<file path="src/irq_flags_pkg.sv">
// Package for the processor interrupt acceptance flag block
package irq_flags_pkg;

    // ------------------------------------------------------------
    // Source counts and widths
    // ------------------------------------------------------------
    localparam int EXT_SOURCES = 5;    // External request lines
    localparam int PER_SOURCES = 23;   // Internal peripheral request lines
    localparam int SW_SOURCES = 4;     // Software request lines
    localparam int NUM_SOURCES = EXT_SOURCES + PER_SOURCES + SW_SOURCES;
    localparam int LEVEL_W = 3;        // Priority level field width
    localparam int SRC_IDX_W = 5;      // Index width for 32 sources
    localparam int SWI_NUM_W = 6;      // Software interrupt number width
    localparam logic [SWI_NUM_W-1:0] SWI_STACK_LIMIT = 6'h1F;  // Highest number that selects the interrupt stack

    // ------------------------------------------------------------
    // Register offsets (byte addresses)
    // ------------------------------------------------------------
    localparam logic [7:0] FLAG_OFFSET = 8'h00;   // Flag register
    localparam logic [7:0] STAT_OFFSET = 8'h04;   // Acknowledge status register
    localparam logic [7:0] SWI_OFFSET = 8'h08;    // Software interrupt trigger
    localparam logic [7:0] PRIO_OFFSET = 8'h0C;   // Per source priority (index in bits 12:8)

    // ------------------------------------------------------------
    // Flag register field positions and reset values
    // ------------------------------------------------------------
    localparam int ENABLE_BIT = 0;       // Maskable interrupt enable
    localparam int STACK_SEL_BIT = 1;    // Stack select: 0 interrupt stack, 1 user stack
    localparam int RESERVED_BIT = 2;     // Reserved, reads as zero here
    localparam int LEVEL_LSB = 4;        // Processor priority level field
    localparam logic ENABLE_RESET = 1'b0;
    localparam logic STACK_SEL_RESET = 1'b0;
    localparam logic [LEVEL_W-1:0] LEVEL_RESET = 3'h0;

    // ------------------------------------------------------------
    // Carried groups
    // ------------------------------------------------------------
    typedef struct packed {
        logic valid;                  // Acknowledge happened this cycle
        logic hardware;               // Taken source was a hardware request
        logic [SRC_IDX_W-1:0] source; // Index of taken source
    } ack_info_t;

    typedef struct packed {
        logic enable;                       // Maskable enable flag
        logic stack_sel;                    // Stack select flag
        logic [LEVEL_W-1:0] processor_priority_level; // Current level
    } flags_t;

endpackage : irq_flags_pkg

</file>
<file path="src/irq_flags.sv">
// Interrupt acceptance flags: enable, stack select and priority level logic
//
// Design decisions made here: the APB interface to the registers and the placing of the registers.
`timescale 1ns/1ps

// Functional notes
// - Maskable requests refused while enable flag zero
// - Acknowledge clears the enable flag
// - Stack select zero interrupt, one user stack
// - Hardware ack or swi 0-31 clear select
// - Priority level is three bits, 0 to 7
// - Accept only priority strictly above current level; software requests are taken at any level
// - Reserved bit written zero, read undefined
// - Five external, 23 peripheral, four software sources
module irq_flags
    import irq_flags_pkg::*;
(
    input wire logic pclk,
    input wire logic presetn,
    input wire logic psel,
    input wire logic penable,
    input wire logic pwrite,
    input wire logic [7:0] paddr,
    input wire logic [31:0] pwdata,
    output logic [31:0] prdata,
    output logic pready,
    output logic pslverr,
    input wire logic [EXT_SOURCES-1:0] ext_req,
    input wire logic [PER_SOURCES-1:0] per_req,
    input wire logic ack_ready,
    output logic ack_valid,
    output logic [SRC_IDX_W-1:0] ack_source,
    output logic use_user_stack
);

    // ------------------------------------------------------------
    // Input synchronisers for external pins
    // ------------------------------------------------------------
    logic [EXT_SOURCES-1:0] ext_meta;   // First stage, read only by second
    logic [EXT_SOURCES-1:0] ext_sync;   // Safe to use

    // External lines come from pins, so they pass two flops
    always_ff @(posedge pclk or negedge presetn) begin
        if (!presetn) begin
            ext_meta <= '0;
            ext_sync <= '0;
        end else begin
            ext_meta <= ext_req;
            ext_sync <= ext_meta;
        end
    end

    // ------------------------------------------------------------
    // State
    // ------------------------------------------------------------
    flags_t flags;                           // Live flags
    flags_t next_flags;
    logic [SW_SOURCES-1:0] swi_pend;         // Pending software requests
    logic [SW_SOURCES-1:0] next_swi_pend;
    logic [SWI_NUM_W-1:0] swi_num [SW_SOURCES];   // Instruction number per slot
    logic [SWI_NUM_W-1:0] next_swi_num [SW_SOURCES];
    logic [LEVEL_W-1:0] prio [NUM_SOURCES];  // Priority per source
    logic [LEVEL_W-1:0] next_prio [NUM_SOURCES];
    ack_info_t last_ack;                     // Last acknowledge, for status read
    ack_info_t next_last_ack;
    logic [31:0] next_prdata;
    logic next_pready;
    logic next_pslverr;
    logic next_ack_valid;
    logic [SRC_IDX_W-1:0] next_ack_source;

    // ------------------------------------------------------------
    // Request collection and arbitration
    // ------------------------------------------------------------
    logic [NUM_SOURCES-1:0] req_all;    // All 32 request lines
    logic take;                         // A request wins this cycle
    logic [SRC_IDX_W-1:0] win_idx;      // Winning source
    logic [LEVEL_W-1:0] win_lvl;        // Its level
    logic win_found;

    assign req_all = {swi_pend, per_req, ext_sync};

    // Highest level wins; lowest index breaks ties. Software
    // requests are not maskable, so they bypass enable and level.
    // Limitation: software slots are served lowest first, so a slot
    // that software keeps re-arming can hold back the higher slots.
    always_comb begin
        win_found = 1'b0;
        win_idx = '0;
        win_lvl = '0;
        for (int i = 0; i < NUM_SOURCES; i++) begin
            if (i >= EXT_SOURCES + PER_SOURCES) begin
                if (req_all[i] && !(win_found && win_idx >= SRC_IDX_W'(EXT_SOURCES + PER_SOURCES))) begin
                    // Software request takes precedence over maskable ones
                    win_found = 1'b1;
                    win_idx = SRC_IDX_W'(i);
                    win_lvl = {LEVEL_W{1'b1}};
                end
            end else if (req_all[i] && flags.enable
                         && prio[i] > flags.processor_priority_level
                         && (!win_found || prio[i] > win_lvl)) begin
                win_found = 1'b1;
                win_idx = SRC_IDX_W'(i);
                win_lvl = prio[i];
            end
        end
        // Only while the core can take one and nothing is outstanding
        take = win_found && ack_ready && !ack_valid;
    end

    // ------------------------------------------------------------
    // Next state: flags, software slots, priorities, APB answer
    // ------------------------------------------------------------
    always_comb begin
        logic wr;
        logic rd;
        int swi_slot;
        wr = psel && penable && pwrite && !pready;
        rd = psel && penable && !pwrite && !pready;
        swi_slot = 0;
        next_flags = flags;
        next_swi_pend = swi_pend;
        next_swi_num = swi_num;
        next_prio = prio;
        next_last_ack = last_ack;
        next_last_ack.valid = 1'b0;
        next_prdata = '0;
        next_pready = psel && penable && !pready;
        next_pslverr = 1'b0;
        next_ack_valid = 1'b0;
        next_ack_source = ack_source;

        // Software writes come first so hardware events override them
        if (wr) begin
            unique case (paddr)
                FLAG_OFFSET: begin
                    // Reserved bit ignored on write
                    next_flags.enable = pwdata[ENABLE_BIT];
                    next_flags.stack_sel = pwdata[STACK_SEL_BIT];
                    next_flags.processor_priority_level =
                        pwdata[LEVEL_LSB +: LEVEL_W];
                end
                SWI_OFFSET: begin
                    // Slot in bits 9:8, instruction number in bits 5:0
                    swi_slot = int'(pwdata[9:8]);
                    next_swi_pend[swi_slot] = 1'b1;
                    next_swi_num[swi_slot] = pwdata[SWI_NUM_W-1:0];
                end
                PRIO_OFFSET: begin
                    if (int'(pwdata[12:8]) < EXT_SOURCES + PER_SOURCES)
                        next_prio[int'(pwdata[12:8])] = pwdata[LEVEL_W-1:0];
                end
                STAT_OFFSET: begin
                    next_pslverr = 1'b1;   // Status is read only
                end
                default: begin
                    next_pslverr = 1'b1;   // Unmapped address
                end
            endcase
        end else if (rd) begin
            unique case (paddr)
                FLAG_OFFSET: begin
                    next_prdata[ENABLE_BIT] = flags.enable;
                    next_prdata[STACK_SEL_BIT] = flags.stack_sel;
                    next_prdata[RESERVED_BIT] = 1'b0;
                    next_prdata[LEVEL_LSB +: LEVEL_W] = flags.processor_priority_level;
                end
                STAT_OFFSET: begin
                    next_prdata[SRC_IDX_W-1:0] = last_ack.source;
                    next_prdata[8] = last_ack.hardware;
                    next_prdata[19:16] = swi_pend;
                end
                SWI_OFFSET: begin
                    next_prdata[3:0] = swi_pend;
                end
                PRIO_OFFSET: begin
                    next_prdata = '0;   // Write only window
                end
                default: begin
                    next_pslverr = 1'b1;
                end
            endcase
        end

        // Acknowledge side effects win over a same cycle write, except a re-arm of the taken slot
        if (take) begin
            next_ack_valid = 1'b1;
            next_ack_source = win_idx;
            next_flags.enable = 1'b0;
            next_last_ack.valid = 1'b1;
            next_last_ack.source = win_idx;
            if (win_idx < SRC_IDX_W'(EXT_SOURCES + PER_SOURCES)) begin
                next_last_ack.hardware = 1'b1;
                next_flags.stack_sel = 1'b0;
            end else begin
                next_last_ack.hardware = 1'b0;
                swi_slot = int'(win_idx) - (EXT_SOURCES + PER_SOURCES);
                // A write that re-arms this very slot in the same cycle
                // must not be lost under the acknowledge: the set wins
                if (!(wr && paddr == SWI_OFFSET && int'(pwdata[9:8]) == swi_slot)) begin
                    next_swi_pend[swi_slot] = 1'b0;
                end
                // Numbers above the limit leave the select alone
                if (swi_num[swi_slot] <= SWI_STACK_LIMIT)
                    next_flags.stack_sel = 1'b0;
            end
        end
    end

    // ------------------------------------------------------------
    // Registers
    // ------------------------------------------------------------
    always_ff @(posedge pclk or negedge presetn) begin
        if (!presetn) begin
            flags.enable <= ENABLE_RESET;
            flags.stack_sel <= STACK_SEL_RESET;
            flags.processor_priority_level <= LEVEL_RESET;
            swi_pend <= '0;
            for (int i = 0; i < SW_SOURCES; i++) swi_num[i] <= '0;
            for (int i = 0; i < NUM_SOURCES; i++) prio[i] <= '0;
            last_ack <= '0;
            prdata <= '0;
            pready <= 1'b0;
            pslverr <= 1'b0;
            ack_valid <= 1'b0;
            ack_source <= '0;
            use_user_stack <= 1'b0;
        end else begin
            flags <= next_flags;
            swi_pend <= next_swi_pend;
            swi_num <= next_swi_num;
            prio <= next_prio;
            last_ack <= next_last_ack;
            prdata <= next_prdata;
            pready <= next_pready;
            pslverr <= next_pslverr;
            ack_valid <= next_ack_valid;
            ack_source <= next_ack_source;
            use_user_stack <= next_flags.stack_sel;
        end
    end

    // ------------------------------------------------------------
    // Assertions
    // ------------------------------------------------------------
    chk_ack_clears_enable: assert property (@(posedge pclk) disable iff (!presetn)
        ack_valid |-> !flags.enable)
        else $error("enable flag still set after acknowledge");
    chk_masked_refused: assert property (@(posedge pclk) disable iff (!presetn)
        (take && win_idx < SRC_IDX_W'(EXT_SOURCES + PER_SOURCES)) |-> flags.enable)
        else $error("maskable request taken while disabled");
    chk_level_strict: assert property (@(posedge pclk) disable iff (!presetn)
        (take && win_idx < SRC_IDX_W'(EXT_SOURCES + PER_SOURCES))
        |-> prio[win_idx] > flags.processor_priority_level)
        else $error("request taken at or below current level");
    chk_hw_stack_sel: assert property (@(posedge pclk) disable iff (!presetn)
        (take && win_idx < SRC_IDX_W'(EXT_SOURCES + PER_SOURCES)) |=> !flags.stack_sel)
        else $error("stack select not cleared on hardware acknowledge");
    chk_stack_output: assert property (@(posedge pclk) disable iff (!presetn)
        use_user_stack == flags.stack_sel)
        else $error("stack output disagrees with flag");
    chk_reserved_zero: assert property (@(posedge pclk) disable iff (!presetn)
        $rose(pready) && $past(paddr) == FLAG_OFFSET |-> prdata[RESERVED_BIT] == 1'b0)
        else $error("reserved bit read nonzero");
    chk_ack_one_cycle: assert property (@(posedge pclk) disable iff (!presetn)
        ack_valid |=> !ack_valid)
        else $error("acknowledge longer than one cycle");
    chk_apb_one_wait: assert property (@(posedge pclk) disable iff (!presetn)
        (psel && penable && !pready) |=> pready)
        else $error("apb answer late");
    // Each access is answered by exactly one ready pulse
    chk_apb_ready_pulse: assert property (@(posedge pclk) disable iff (!presetn)
        pready |=> !pready)
        else $error("apb ready held longer than one cycle");
    // Low-numbered software interrupts must land on the interrupt stack.
    // Slots sit at the top four indices, so the low two bits pick the slot.
    chk_swi_low_stack: assert property (@(posedge pclk) disable iff (!presetn)
        (take && win_idx >= SRC_IDX_W'(EXT_SOURCES + PER_SOURCES)
         && swi_num[win_idx[1:0]] <= SWI_STACK_LIMIT) |=> !flags.stack_sel)
        else $error("stack select not cleared on low software interrupt");
    // High-numbered software interrupts leave the selection alone; a flag
    // write in the same cycle is excluded, since software may change it then
    chk_swi_high_keep: assert property (@(posedge pclk) disable iff (!presetn)
        (take && win_idx >= SRC_IDX_W'(EXT_SOURCES + PER_SOURCES)
         && swi_num[win_idx[1:0]] > SWI_STACK_LIMIT
         && !(psel && penable && pwrite && !pready && paddr == FLAG_OFFSET))
        |=> flags.stack_sel == $past(flags.stack_sel))
        else $error("stack select changed by high software interrupt");

    // ------------------------------------------------------------
    // Coverage of the main acknowledge scenarios
    // ------------------------------------------------------------
    cov_hw_ack: cover property (@(posedge pclk) disable iff (!presetn)
        take && win_idx < SRC_IDX_W'(EXT_SOURCES));
    cov_per_ack: cover property (@(posedge pclk) disable iff (!presetn)
        take && win_idx >= SRC_IDX_W'(EXT_SOURCES) && win_idx < SRC_IDX_W'(28));
    cov_swi_ack: cover property (@(posedge pclk) disable iff (!presetn)
        take && win_idx >= SRC_IDX_W'(28));
    cov_masked: cover property (@(posedge pclk) disable iff (!presetn)
        |per_req && !flags.enable);
    // High software number taken while the user stack is selected
    cov_swi_keep_user: cover property (@(posedge pclk) disable iff (!presetn)
        take && win_idx >= SRC_IDX_W'(28) && swi_num[win_idx[1:0]] > SWI_STACK_LIMIT
        && flags.stack_sel);

endmodule : irq_flags

</file>
<file path="config.mk">
export PLATFORM = sky130hd
export DESIGN_NAME = irq_flags
export DESIGN_NICKNAME = d
export VERILOG_FILES = /design/src/irq_flags_pkg.sv /design/src/irq_flags.sv
export SDC_FILE = /design/constraint.sdc
export NUM_CORES = 1
export LEC_CHECK = 0
export BUFFER_PORTS_ARGS = -buffer_cell sky130_fd_sc_hd__buf_4
export CAP_MARGIN = 10
export CORE_AREA = 2 2 132 147
export DETAILED_ROUTE_END_ITERATION = 10
export DIE_AREA = 0 0 134 149
export PLACE_DENSITY_LB_ADDON = 0.1
export SLEW_MARGIN = 20
export SYNTH_ARGS = -nofsm -noshare
export SYNTH_HDL_FRONTEND = slang
export SYNTH_SLANG_ARGS = --single-unit
</file>
<file path="constraint.sdc">
create_clock -name pclk -period 108 [get_ports pclk]
set_clock_uncertainty 0.2 [all_clocks]
set_input_delay 16.2 -clock pclk [delete_from_list [all_inputs] [get_ports pclk]]
set_output_delay 16.2 -clock pclk [all_outputs]
set_load 0.005 [all_outputs]
</file>
==> results of run 1 <==
## metrics by stage
| step | worst slack, ps | area (um^2) | std cells |
|---|---|---|---|
| global route | 51650 | 12200 | 1532 |
| finish | 54910 | 12200 | 1532 |
| detailed placement | 55130 | 11600 | 1500 |
| global placement | 55620 | 11600 | 1500 |
| floorplan | 60300 | 11000 | 1228 |
| CTS | 55410 | 12200 | 1532 |
## cell usage in the layout, fill, tap and decap left out, types with 13 or more instances in the layout
master     Yosys  routed
a21o_1        21      21
a21oi_1       79      79
a31oi_1       13      13
buf_4         29      77
clkbuf_16      0      17
conb_1         1      20
dfrtp_1      128     128
ha_1         147     147
inv_1         89      89
mux2_2       101     101
nand2_1      109     109
nand2b_1      18      18
nand3_1       44      44
nor2_1        73      73
nor2b_1       39      39
nor3_1        20      19
o21a_1        15      15
o21ai_0       56      56
## cell families (layout without fill, tap and decap cells)
group / after synthesis / in the layout / share of synthesized area
AOI/OAI and AO/OA: 308 / 308 / 0.196
adders and majority gates: 147 / 147 / 0.168
buffers and inverters: 142 / 199 / 0.0597
DFF: 128 / 128 / 0.293
muxes: 110 / 110 / 0.112
other: 1 / 20 / 0.000343
and+or+nand+nor: 373 / 373 / 0.169
## synth_stat cells, types with 5 or more instances
| library cell | instances |
|---|---|
| clkbuf_1 | 21 |
| nor2_1 | 73 |
| or2_2 | 8 |
| ha_1 | 147 |
| a21oi_1 | 79 |
| mux2_2 | 101 |
| a21o_1 | 21 |
| nand3_1 | 44 |
| inv_1 | 89 |
| a311oi_1 | 6 |
| nand2_1 | 109 |
| o21ai_1 | 5 |
| nor3_1 | 20 |
| nor4_1 | 6 |
| nand4_1 | 7 |
| o21ai_0 | 56 |
| dfrtp_1 | 128 |
| nor3b_1 | 6 |
| mux2i_1 | 9 |
| or3_1 | 5 |
| a22oi_1 | 9 |
| o2111ai_1 | 8 |
| and2_1 | 12 |
| nor2b_1 | 39 |
| o21a_1 | 15 |
| buf_4 | 29 |
| o31ai_1 | 5 |
| a31oi_1 | 13 |
| a211oi_1 | 8 |
| nand2b_1 | 18 |
| a21boi_0 | 6 |
| o31a_1 | 8 |
## flip-flops by register name, indices dropped and copies added (netlist names)
name,count
prdata,12
pslverr,1
prio,84
ext_sync,5
ack_valid,1
swi_pend,4
last_ack,6
ext_meta,5
flags,5
pready,1
swi_num,4
## how the worst max path moves through the flow
stage / slack (ps) / start / end
after global placement: 55620 / per_req[0] / swi_pend[3]
after CTS: 55410 / per_req[0] / swi_pend[3]
after global routing: 51650 / per_req[0] / swi_pend[3]
after detailed placement: 55130 / per_req[0] / swi_pend[3]
final: 54910 / per_req[0] / swi_pend[3]
after floorplan: 60300 / per_req[0] / swi_pend[3]
## power by group through the flow
stage	Clock, uW	Sequential [uW]	Combinational, uW
2_1_floorplan	0	49.9	3.54
3_3_place_gp	0	50.1	6.76
3_5_place_dp	0	50.1	6.88
4_1_cts	57.8	49.2	6.96
5_1_grt	59.8	49.3	7.73
6_report	57.2	49.2	6.86
## per-layer routing
layer  vias up  part of all wire  GRT usage
li1       4513                 -          -
met1      4551              0.45      0.385
met2       266              0.48      0.492
met3        46             0.052     0.0411
met4         0             0.019     0.0883
met5         -                 0          0
## layout make-up
cell class                      count  area [um^2]
Timing Repair Buffer               78          589
Clock buffer                       17          425
Sequential cell                   128         3200
Multi-Input combinational cell    958         7140
Clock inverter                     15          150
Tap cell                          247          309
Inverter                           89          334
Fill cell                        1578         6480
==> impl_metrics.env, run 1 <==
export IMPL_status="complete, no violations"
export IMPL_drtIter0Drc=578
export IMPL_cp_required_ps=108110
export IMPL_synth_flop_cell="dfrtp_1"
export IMPL_setup_viol=0
export IMPL_synth_top_area_cell="dfrtp_1"
export IMPL_io_pins=115
export IMPL_die_height_um=149
export IMPL_cts_buffers_inserted=17
export IMPL_drc=0
export IMPL_maxCapViolCount=0
export IMPL_yosysWarnings=0
export IMPL_ys_seq_area_frac=0.293
export IMPL_grt_max_degree=89
export IMPL_maxSlewHeadroom=0.183
export IMPL_synth_area_top_cells="dfrtp_1 (29%), ha_1 (17%), mux2_2 (10%), nand2_1 (3.7%), a21oi_1 (3.6%)"
export IMPL_htreeDepth=4
export IMPL_synth_distinct_cells=84
export IMPL_p_comb_frac=0.061
export IMPL_cp_arrival_ps=53200
export IMPL_finalSetupTns_ps=0
export IMPL_final_net_count=1493
export IMPL_timing_rr_start="flags[1]"
export IMPL_cts_tree="done"
export IMPL_holdPathEnd="ext_sync[3]"
export IMPL_hold_path_startpoint="ext_meta[3]"
export IMPL_pwr_share_seq=0.435
export IMPL_final_core_util=0.652
export IMPL_core_area_um2=18600
export IMPL_p_per_area_nw_per_um2=9.32
export IMPL_total_power_uw=113
export IMPL_hold_buffers=0
export IMPL_gp_congestion=0.956
export IMPL_routed_via_density=6.12
export IMPL_grt_ovfl_total=0
export IMPL_grt_pass1_vias=8878
export IMPL_p_clk_frac=0.505
export IMPL_crit_type="primary input to flip-flop"
export IMPL_path_common_cell="a21oi_1"
export IMPL_fin_crit_sh=0.492
export IMPL_power_leakage_uw=0.00595
export IMPL_ant_nets=0
export IMPL_syn_area_per_cell_um2=9.03
export IMPL_cp_end_kind="flip-flop"
export IMPL_worstSetupPathDepth=190
export IMPL_die_w_um=134
export IMPL_drv_slew=0
export IMPL_cts_sinks=128
export IMPL_ctsResizeCount=0
export IMPL_drtPass1Iterations=9
export IMPL_clockBufferDepth=2
export IMPL_placementRows=53
export IMPL_antenna_cells=0
export IMPL_syn_area_um2=10900
export IMPL_period_needed_ps=53090
export IMPL_grtUsageTotal=0.290
export IMPL_rr_worst_depth=223
export IMPL_start_kind="primary input"
export IMPL_cpLargestDelayFamily="compound AO/OA/AOI/OAI gates"
export IMPL_hp_class="flip-flop to flip-flop"
export IMPL_post_cts_buffers=0
export IMPL_synthCells=1209
export IMPL_vias=9376
export IMPL_cp_buffers_inverters=6
export IMPL_cts_root_buf="clkbuf_16"
export IMPL_clk_latency_ps=430
export IMPL_hold_ws_ps=149
export IMPL_power_switching_uw=29.5
export IMPL_synthArstFlopShare=1.00
export IMPL_fmax_ghz=0.0188
export IMPL_initial_core_util=0.586
export IMPL_routed_wl_um=28400
export IMPL_rsz0062_at_grt="false"
export IMPL_grt_pass1_wl_um=45500
export IMPL_synth_top_area_frac=0.293
export IMPL_layout_drive_gt1_share=0.191
export IMPL_hold_violations=0
export IMPL_detailed_place_hpwl_um=20300
export IMPL_tightest_slew_ps=1220
export IMPL_path_clk_slew_ps=60
export IMPL_cpMaxStageDelayCell="o21ai_0"
export IMPL_synth_edff_count=0
export IMPL_slowest_delay_ps=820
export IMPL_timing_rr_end="swi_pend[3]"
export IMPL_syn_to_final_growth_pct=11.3
export IMPL_antenna_found_initial=0
export IMPL_routedWlPerCell_um=18.6
export IMPL_hold_path_depth=0
export IMPL_vdd_drop_max_v=0.0000103
export IMPL_synth_seq_cells=128
export IMPL_die_area_um2=20000
export IMPL_reg2reg_slack_ps=62630
export IMPL_switching_share=0.261
export IMPL_cp_max_fo=11
export IMPL_io_buffers=73
export IMPL_cellInternalPower_uw=83.8
Note: power is estimated with default switching activity, not from simulation.
==> run 2: changes to the inputs <==
==> constraint.sdc (replaced) <==
create_clock -name pclk -period 50.2 [get_ports pclk]
set_clock_uncertainty 0.2 [all_clocks]
set_input_delay 7.53 -clock pclk [delete_from_list [all_inputs] [get_ports pclk]]
set_output_delay 7.53 -clock pclk [all_outputs]
set_load 0.005 [all_outputs]
==> run 2 against run 1 <==
Sequential share of layout area about the same; die area unchanged; routed wire length up 1.1%; via count up 0.71%; largest cell class unchanged; critical endpoint unchanged; total power up 110%; first-iteration DRC count up 2.9%; clock-buffer cell count unchanged.
==> impl_metrics.env, run 2 (same netlist as run 1, synthesis figures left out) <==
export IMPL_core_area_um2=18600
export IMPL_cp_required_ps=50310
export IMPL_syn_to_final_growth_pct=11.2
export IMPL_clk_latency_ps=440
export IMPL_routed_wl_um=28700
export IMPL_cellInternalPower_uw=176
export IMPL_grt_pass1_vias=8883
export IMPL_fmax_ghz=0.0221
export IMPL_cpMaxStageDelayCell="a211oi_1"
export IMPL_grt_pass1_wl_um=46200
export IMPL_io_buffers=73
export IMPL_hold_path_startpoint="ext_meta[3]"
export IMPL_timing_rr_start="flags[1]"
export IMPL_die_height_um=149
export IMPL_mostFrequentLayoutCell="ha_1"
export IMPL_cts_root_buf="clkbuf_16"
export IMPL_top_register="prio"
export IMPL_post_dp_cell_area_um2=11600
export IMPL_maxSlewHeadroom=0.220
export IMPL_path_common_cell="a21oi_1"
export IMPL_finalSetupTns_ps=0
export IMPL_p_per_area_nw_per_um2=19.9
export IMPL_fin_crit_sh=0.900
export IMPL_setup_viol=0
export IMPL_layout_common_cells="ha_1 (147), dfrtp_1 (128), nand2_1 (109), mux2_2 (101), inv_1 (89)"
export IMPL_cp_end_kind="flip-flop"
export IMPL_clockBufferDepth=2
export IMPL_final_net_count=1493
export IMPL_hp_class="flip-flop to flip-flop"
export IMPL_htreeDepth=4
export IMPL_grtUsageTotal=0.296
export IMPL_drtPass1Iterations=5
export IMPL_io_pins=115
export IMPL_final_cells=1532
export IMPL_gp_congestion=0.956
export IMPL_detailed_place_hpwl_um=20400
export IMPL_routed_via_density=6.16
export IMPL_antenna_cells=0
export IMPL_final_area_um2=12100
export IMPL_vias=9443
export IMPL_p_comb_frac=0.061
export IMPL_cp_max_fo=30
export IMPL_crit_type="flip-flop to flip-flop"
export IMPL_period_needed_ps=45180
export IMPL_post_cts_buffers=0
export IMPL_drv_slew=0
export IMPL_start_kind="flip-flop"
export IMPL_timing_rr_end="swi_pend[3]"
export IMPL_hold_path_depth=0
export IMPL_tightest_slew_ps=1170
export IMPL_holdPathEnd="ext_sync[3]"
export IMPL_switching_share=0.271
export IMPL_ctsResizeCount=0
export IMPL_routedWlPerCell_um=18.8
export IMPL_drc=0
export IMPL_power_leakage_uw=0.00595
export IMPL_rsz0062_at_grt="false"
export IMPL_hold_violations=0
export IMPL_maxCapViolCount=0
export IMPL_placementRows=53
export IMPL_drtIter0Drc=595
export IMPL_grt_ovfl_total=0
export IMPL_path_clk_slew_ps=70
export IMPL_die_w_um=134
export IMPL_cp_arrival_ps=45300
export IMPL_initial_core_util=0.586
export IMPL_reg2reg_slack_ps=5020
export IMPL_die_area_um2=20000
export IMPL_slowest_delay_ps=730
export IMPL_largest_reg_flops=84
export IMPL_dp_cells=1500
export IMPL_rr_worst_depth=224
export IMPL_pwr_share_seq=0.438
export IMPL_pre_cts_ws_ps=5850
export IMPL_finalWorstSetupSlack_ps=5020
export IMPL_layout_drive_gt1_share=0.191
export IMPL_antenna_found_initial=0
export IMPL_hold_buffers=0
export IMPL_cts_tree="done"
export IMPL_p_clk_frac=0.501
export IMPL_cts_buffers_inserted=17
export IMPL_largest_registers="prio: 84 flops, prdata: 12 flops, last_ack: 6 flops"
export IMPL_status="complete, no violations"
export IMPL_grt_max_degree=89
export IMPL_power_switching_uw=65.7
export IMPL_cts_sinks=128
export IMPL_vdd_drop_max_v=0.0000255
export IMPL_ant_nets=0
## run 2: cell types whose count changed in the layout (fill, tap and decap cells not counted), sizes merged
cell      change
inv           +4
clkinv        -2
bufinv        -1
clkinvlp      -1
## run 2: worst max-delay path by stage
stage / from / endpoint / slack, ps / depth (start not counted)
after CTS: flags[1] / swi_pend[3] / 5420 / 221
after detailed placement: flags[1] / swi_pend[3] / 5850 / 219
after floorplan: per_req[0] / swi_pend[3] / 11170 / 191
final: flags[1] / swi_pend[3] / 5020 / 224
after global routing: flags[1] / swi_pend[3] / 1370 / 227
after global placement: flags[1] / swi_pend[3] / 6380 / 218
## run 2: layout make-up
cell class              instances  area, um^2
multi-input cells             958        7140
fillers                      1605        6490
flip-flops and latches        128        3200
repair buffers                 78         589
clock buffers                  17         425
inverters                      89         334
well taps                     247         309
clock inverters                15         139
## run 2: critical path: cells and delay by family (launching register included)
family          cells  cell delay [ps]
fa+ha+maj          29             8350
simple gates       67            11060
buf+inv             7              900
mux                 4             1260
compound gates    117            22900
flops               1              360
## run 2: through the flow
| stage | hold slack (ps) | utilization | power (uW) |
|---|---|---|---|
| after CTS | 151 | 0.652 | 244 |
| after floorplan | 131 | - | 115 |
| final | 150 | 0.652 | 242 |
| after global routing | 151 | 0.652 | 250 |
| after detailed placement | 136 | 0.621 | 123 |
| after global placement | 132 | 0.621 | 122 |
## run 2: per-layer routing
metal	vias up	GRT usage	wire (um)	share of wire
li1	4517	-	-	-
met3	47	0.0445	1400	0.049
met4	0	0.0989	592	0.021
met2	269	0.497	14100	0.49
met5	-	0	0	0
met1	4610	0.392	12700	0.44
## run 2: power groups by stage
stage / Sequential (uW) / Combinational (uW) / Clock (uW)
after floorplan: 107 / 7.62 / 0
after global placement: 108 / 14.5 / 0
after detailed placement: 108 / 14.8 / 0
after CTS: 106 / 14.8 / 123
after global routing: 106 / 16.5 / 127
final: 106 / 14.7 / 121
==> run 3: changes to the inputs <==
==> constraint.sdc (replaced) <==
create_clock -name pclk -period 48.3 [get_ports pclk]
set_clock_uncertainty 0.2 [all_clocks]
set_input_delay 7.245 -clock pclk [delete_from_list [all_inputs] [get_ports pclk]]
set_output_delay 7.245 -clock pclk [all_outputs]
set_load 0.005 [all_outputs]
==> run 3 against run 2 <==
Utilization grew 0.14 points; via count shrank 0.22%; combinational power grew 4%; critical endpoint unchanged; die area is the same; sequential power grew 4%; flip-flop and latch count is the same; routed wire length shrank 0.35%; highest routed layer unchanged; largest cell class unchanged; clock-buffer cell count is the same; clock power grew 7%.
==> impl_metrics.env, run 3 (same netlist as run 1, synthesis figures left out) <==
export IMPL_cpMaxStageDelayCell="o31ai_2"
export IMPL_clk_latency_ps=430
export IMPL_path_common_cell="a21oi_1"
export IMPL_maxCapViolCount=0
export IMPL_vdd_drop_max_v=0.0000224
export IMPL_cts_buffers_inserted=17
export IMPL_rsz0062_at_grt="false"
export IMPL_tightest_slew_ps=1190
export IMPL_timing_rr_end="swi_pend[3]"
export IMPL_path_clk_slew_ps=60
export IMPL_hold_path_startpoint="ext_meta[3]"
export IMPL_htreeDepth=4
export IMPL_hold_violations=0
export IMPL_ant_nets=0
export IMPL_setup_viol=0
export IMPL_drtIter0Drc=643
export IMPL_mostFrequentLayoutCell="ha_1"
export IMPL_gp_congestion=0.956
export IMPL_largest_reg_flops=84
export IMPL_finalSetupTns_ps=0
export IMPL_fmax_ghz=0.0225
export IMPL_antenna_cells=0
export IMPL_fillers=1569
export IMPL_start_kind="flip-flop"
export IMPL_hp_class="flip-flop to flip-flop"
export IMPL_cts_tree="done"
export IMPL_grtUsageTotal=0.294
export IMPL_routedWlPerCell_um=18.7
export IMPL_holdPathEnd="ext_sync[3]"
export IMPL_largest_registers="prio: 84 flops, prdata: 12 flops, last_ack: 6 flops"
export IMPL_die_area_um2=20000
export IMPL_slowest_delay_ps=570
export IMPL_io_pins=115
export IMPL_cts_root_buf="clkbuf_16"
export IMPL_cp_required_ps=48410
export IMPL_die_w_um=134
export IMPL_cp_end_kind="flip-flop"
export IMPL_syn_to_final_growth_pct=11.4
export IMPL_grt_pass1_vias=8997
export IMPL_clockBufferDepth=2
export IMPL_p_per_area_nw_per_um2=20.9
export IMPL_multi_input_comb_area_um2=7160
export IMPL_detailed_place_hpwl_um=20500
export IMPL_final_core_util=0.653
export IMPL_grt_max_degree=89
export IMPL_vias=9422
export IMPL_timing_rr_start="flags[1]"
export IMPL_antenna_found_initial=0
export IMPL_cts_sinks=128
export IMPL_maxSlewHeadroom=0.204
export IMPL_core_area_um2=18600
export IMPL_power_leakage_uw=0.00595
export IMPL_hold_path_depth=0
export IMPL_layout_common_cells="ha_1 (147), dfrtp_1 (128), nand2_1 (109), mux2_2 (101), inv_1 (89)"
export IMPL_period_needed_ps=44490
export IMPL_drtPass1Iterations=6
export IMPL_final_net_count=1493
export IMPL_routed_wl_um=28600
export IMPL_drv_slew=0
export IMPL_ff_latch_area_um2=3200
export IMPL_cp_max_fo=30
export IMPL_fin_crit_sh=0.921
export IMPL_cp_arrival_ps=44600
export IMPL_crit_type="flip-flop to flip-flop"
export IMPL_reg2reg_slack_ps=3810
export IMPL_initial_core_util=0.586
export IMPL_status="complete, no violations"
export IMPL_placementRows=53
export IMPL_grt_pass1_wl_um=46000
export IMPL_layout_drive_gt1_share=0.192
export IMPL_final_area_um2=12200
export IMPL_drc=0
export IMPL_routed_via_density=6.15
export IMPL_die_height_um=149
export IMPL_post_dp_cell_area_um2=11600
export IMPL_top_register="prio"
export IMPL_grt_ovfl_total=0
export IMPL_rr_worst_depth=223
export IMPL_io_buffers=73
[run 3: metrics by stage]
stage / power [uW] / setup slack [ps] / instances / hold WS [ps]
2_1_floorplan: 120 / 9550 / 1228 / 131
3_3_place_gp: 127 / 4480 / 1500 / 132
3_5_place_dp: 128 / 3860 / 1500 / 138
4_1_cts: 256 / 3700 / 1532 / 152
5_1_grt: 262 / 137 / 1532 / 156
6_report: 254 / 3810 / 1532 / 148
[run 3: power breakdown]
group | internal [uW] | switching [uW] | leakage [uW] | total (uW)
Combinational | 6.12 | 9.22 | 0.00393 | 15.3
Clock | 72.5 | 56.1 | 0.000272 | 129
Sequential | 109 | 1.31 | 0.00175 | 110
Total | 187 | 66.6 | 0.00595 | 254
[run 3: layout make-up]
cell class / count / area share
flip-flops and latches: 128 / 0.263
clock buffers: 17 / 0.0350
clock inverters: 15 / 0.0122
well taps: 247 / 0.0254
multi-input cells: 958 / 0.588
repair buffers: 78 / 0.0484
inverters: 89 / 0.0275
[run 3: how the worst max path moves through the flow]
stage | endpoint | slack, ps | startpoint
floorplan | swi_pend[3] | 9550 | per_req[0]
global placement | swi_pend[3] | 4480 | flags[1]
detailed placement | swi_pend[3] | 3860 | flags[1]
CTS | swi_pend[3] | 3700 | flags[1]
global route | swi_pend[3] | 140 | flags[1]
finish | swi_pend[3] | 3810 | flags[1]
[run 3: worst max-delay path: cells and delay by family, from the launching register on]
kind            cells  cell delay [ps]
compound gates    116            22230
buf+inv             7              820
simple gates       67            11270
fa+ha+maj          29             8240
flops               1              360
mux                 4             1290
[run 3: metal layers]
metal	wire length (um)	global-route usage
met4	619	0.0947
met1	12400	0.382
met5	0	0
met3	1670	0.0476
met2	14000	0.502
[run 3: timing repair]
item,in CTS,in global routing
endpoints found under the setup margin,0,5
buffers inserted,0,0
hold buffers,0,0
resized for setup,0,4
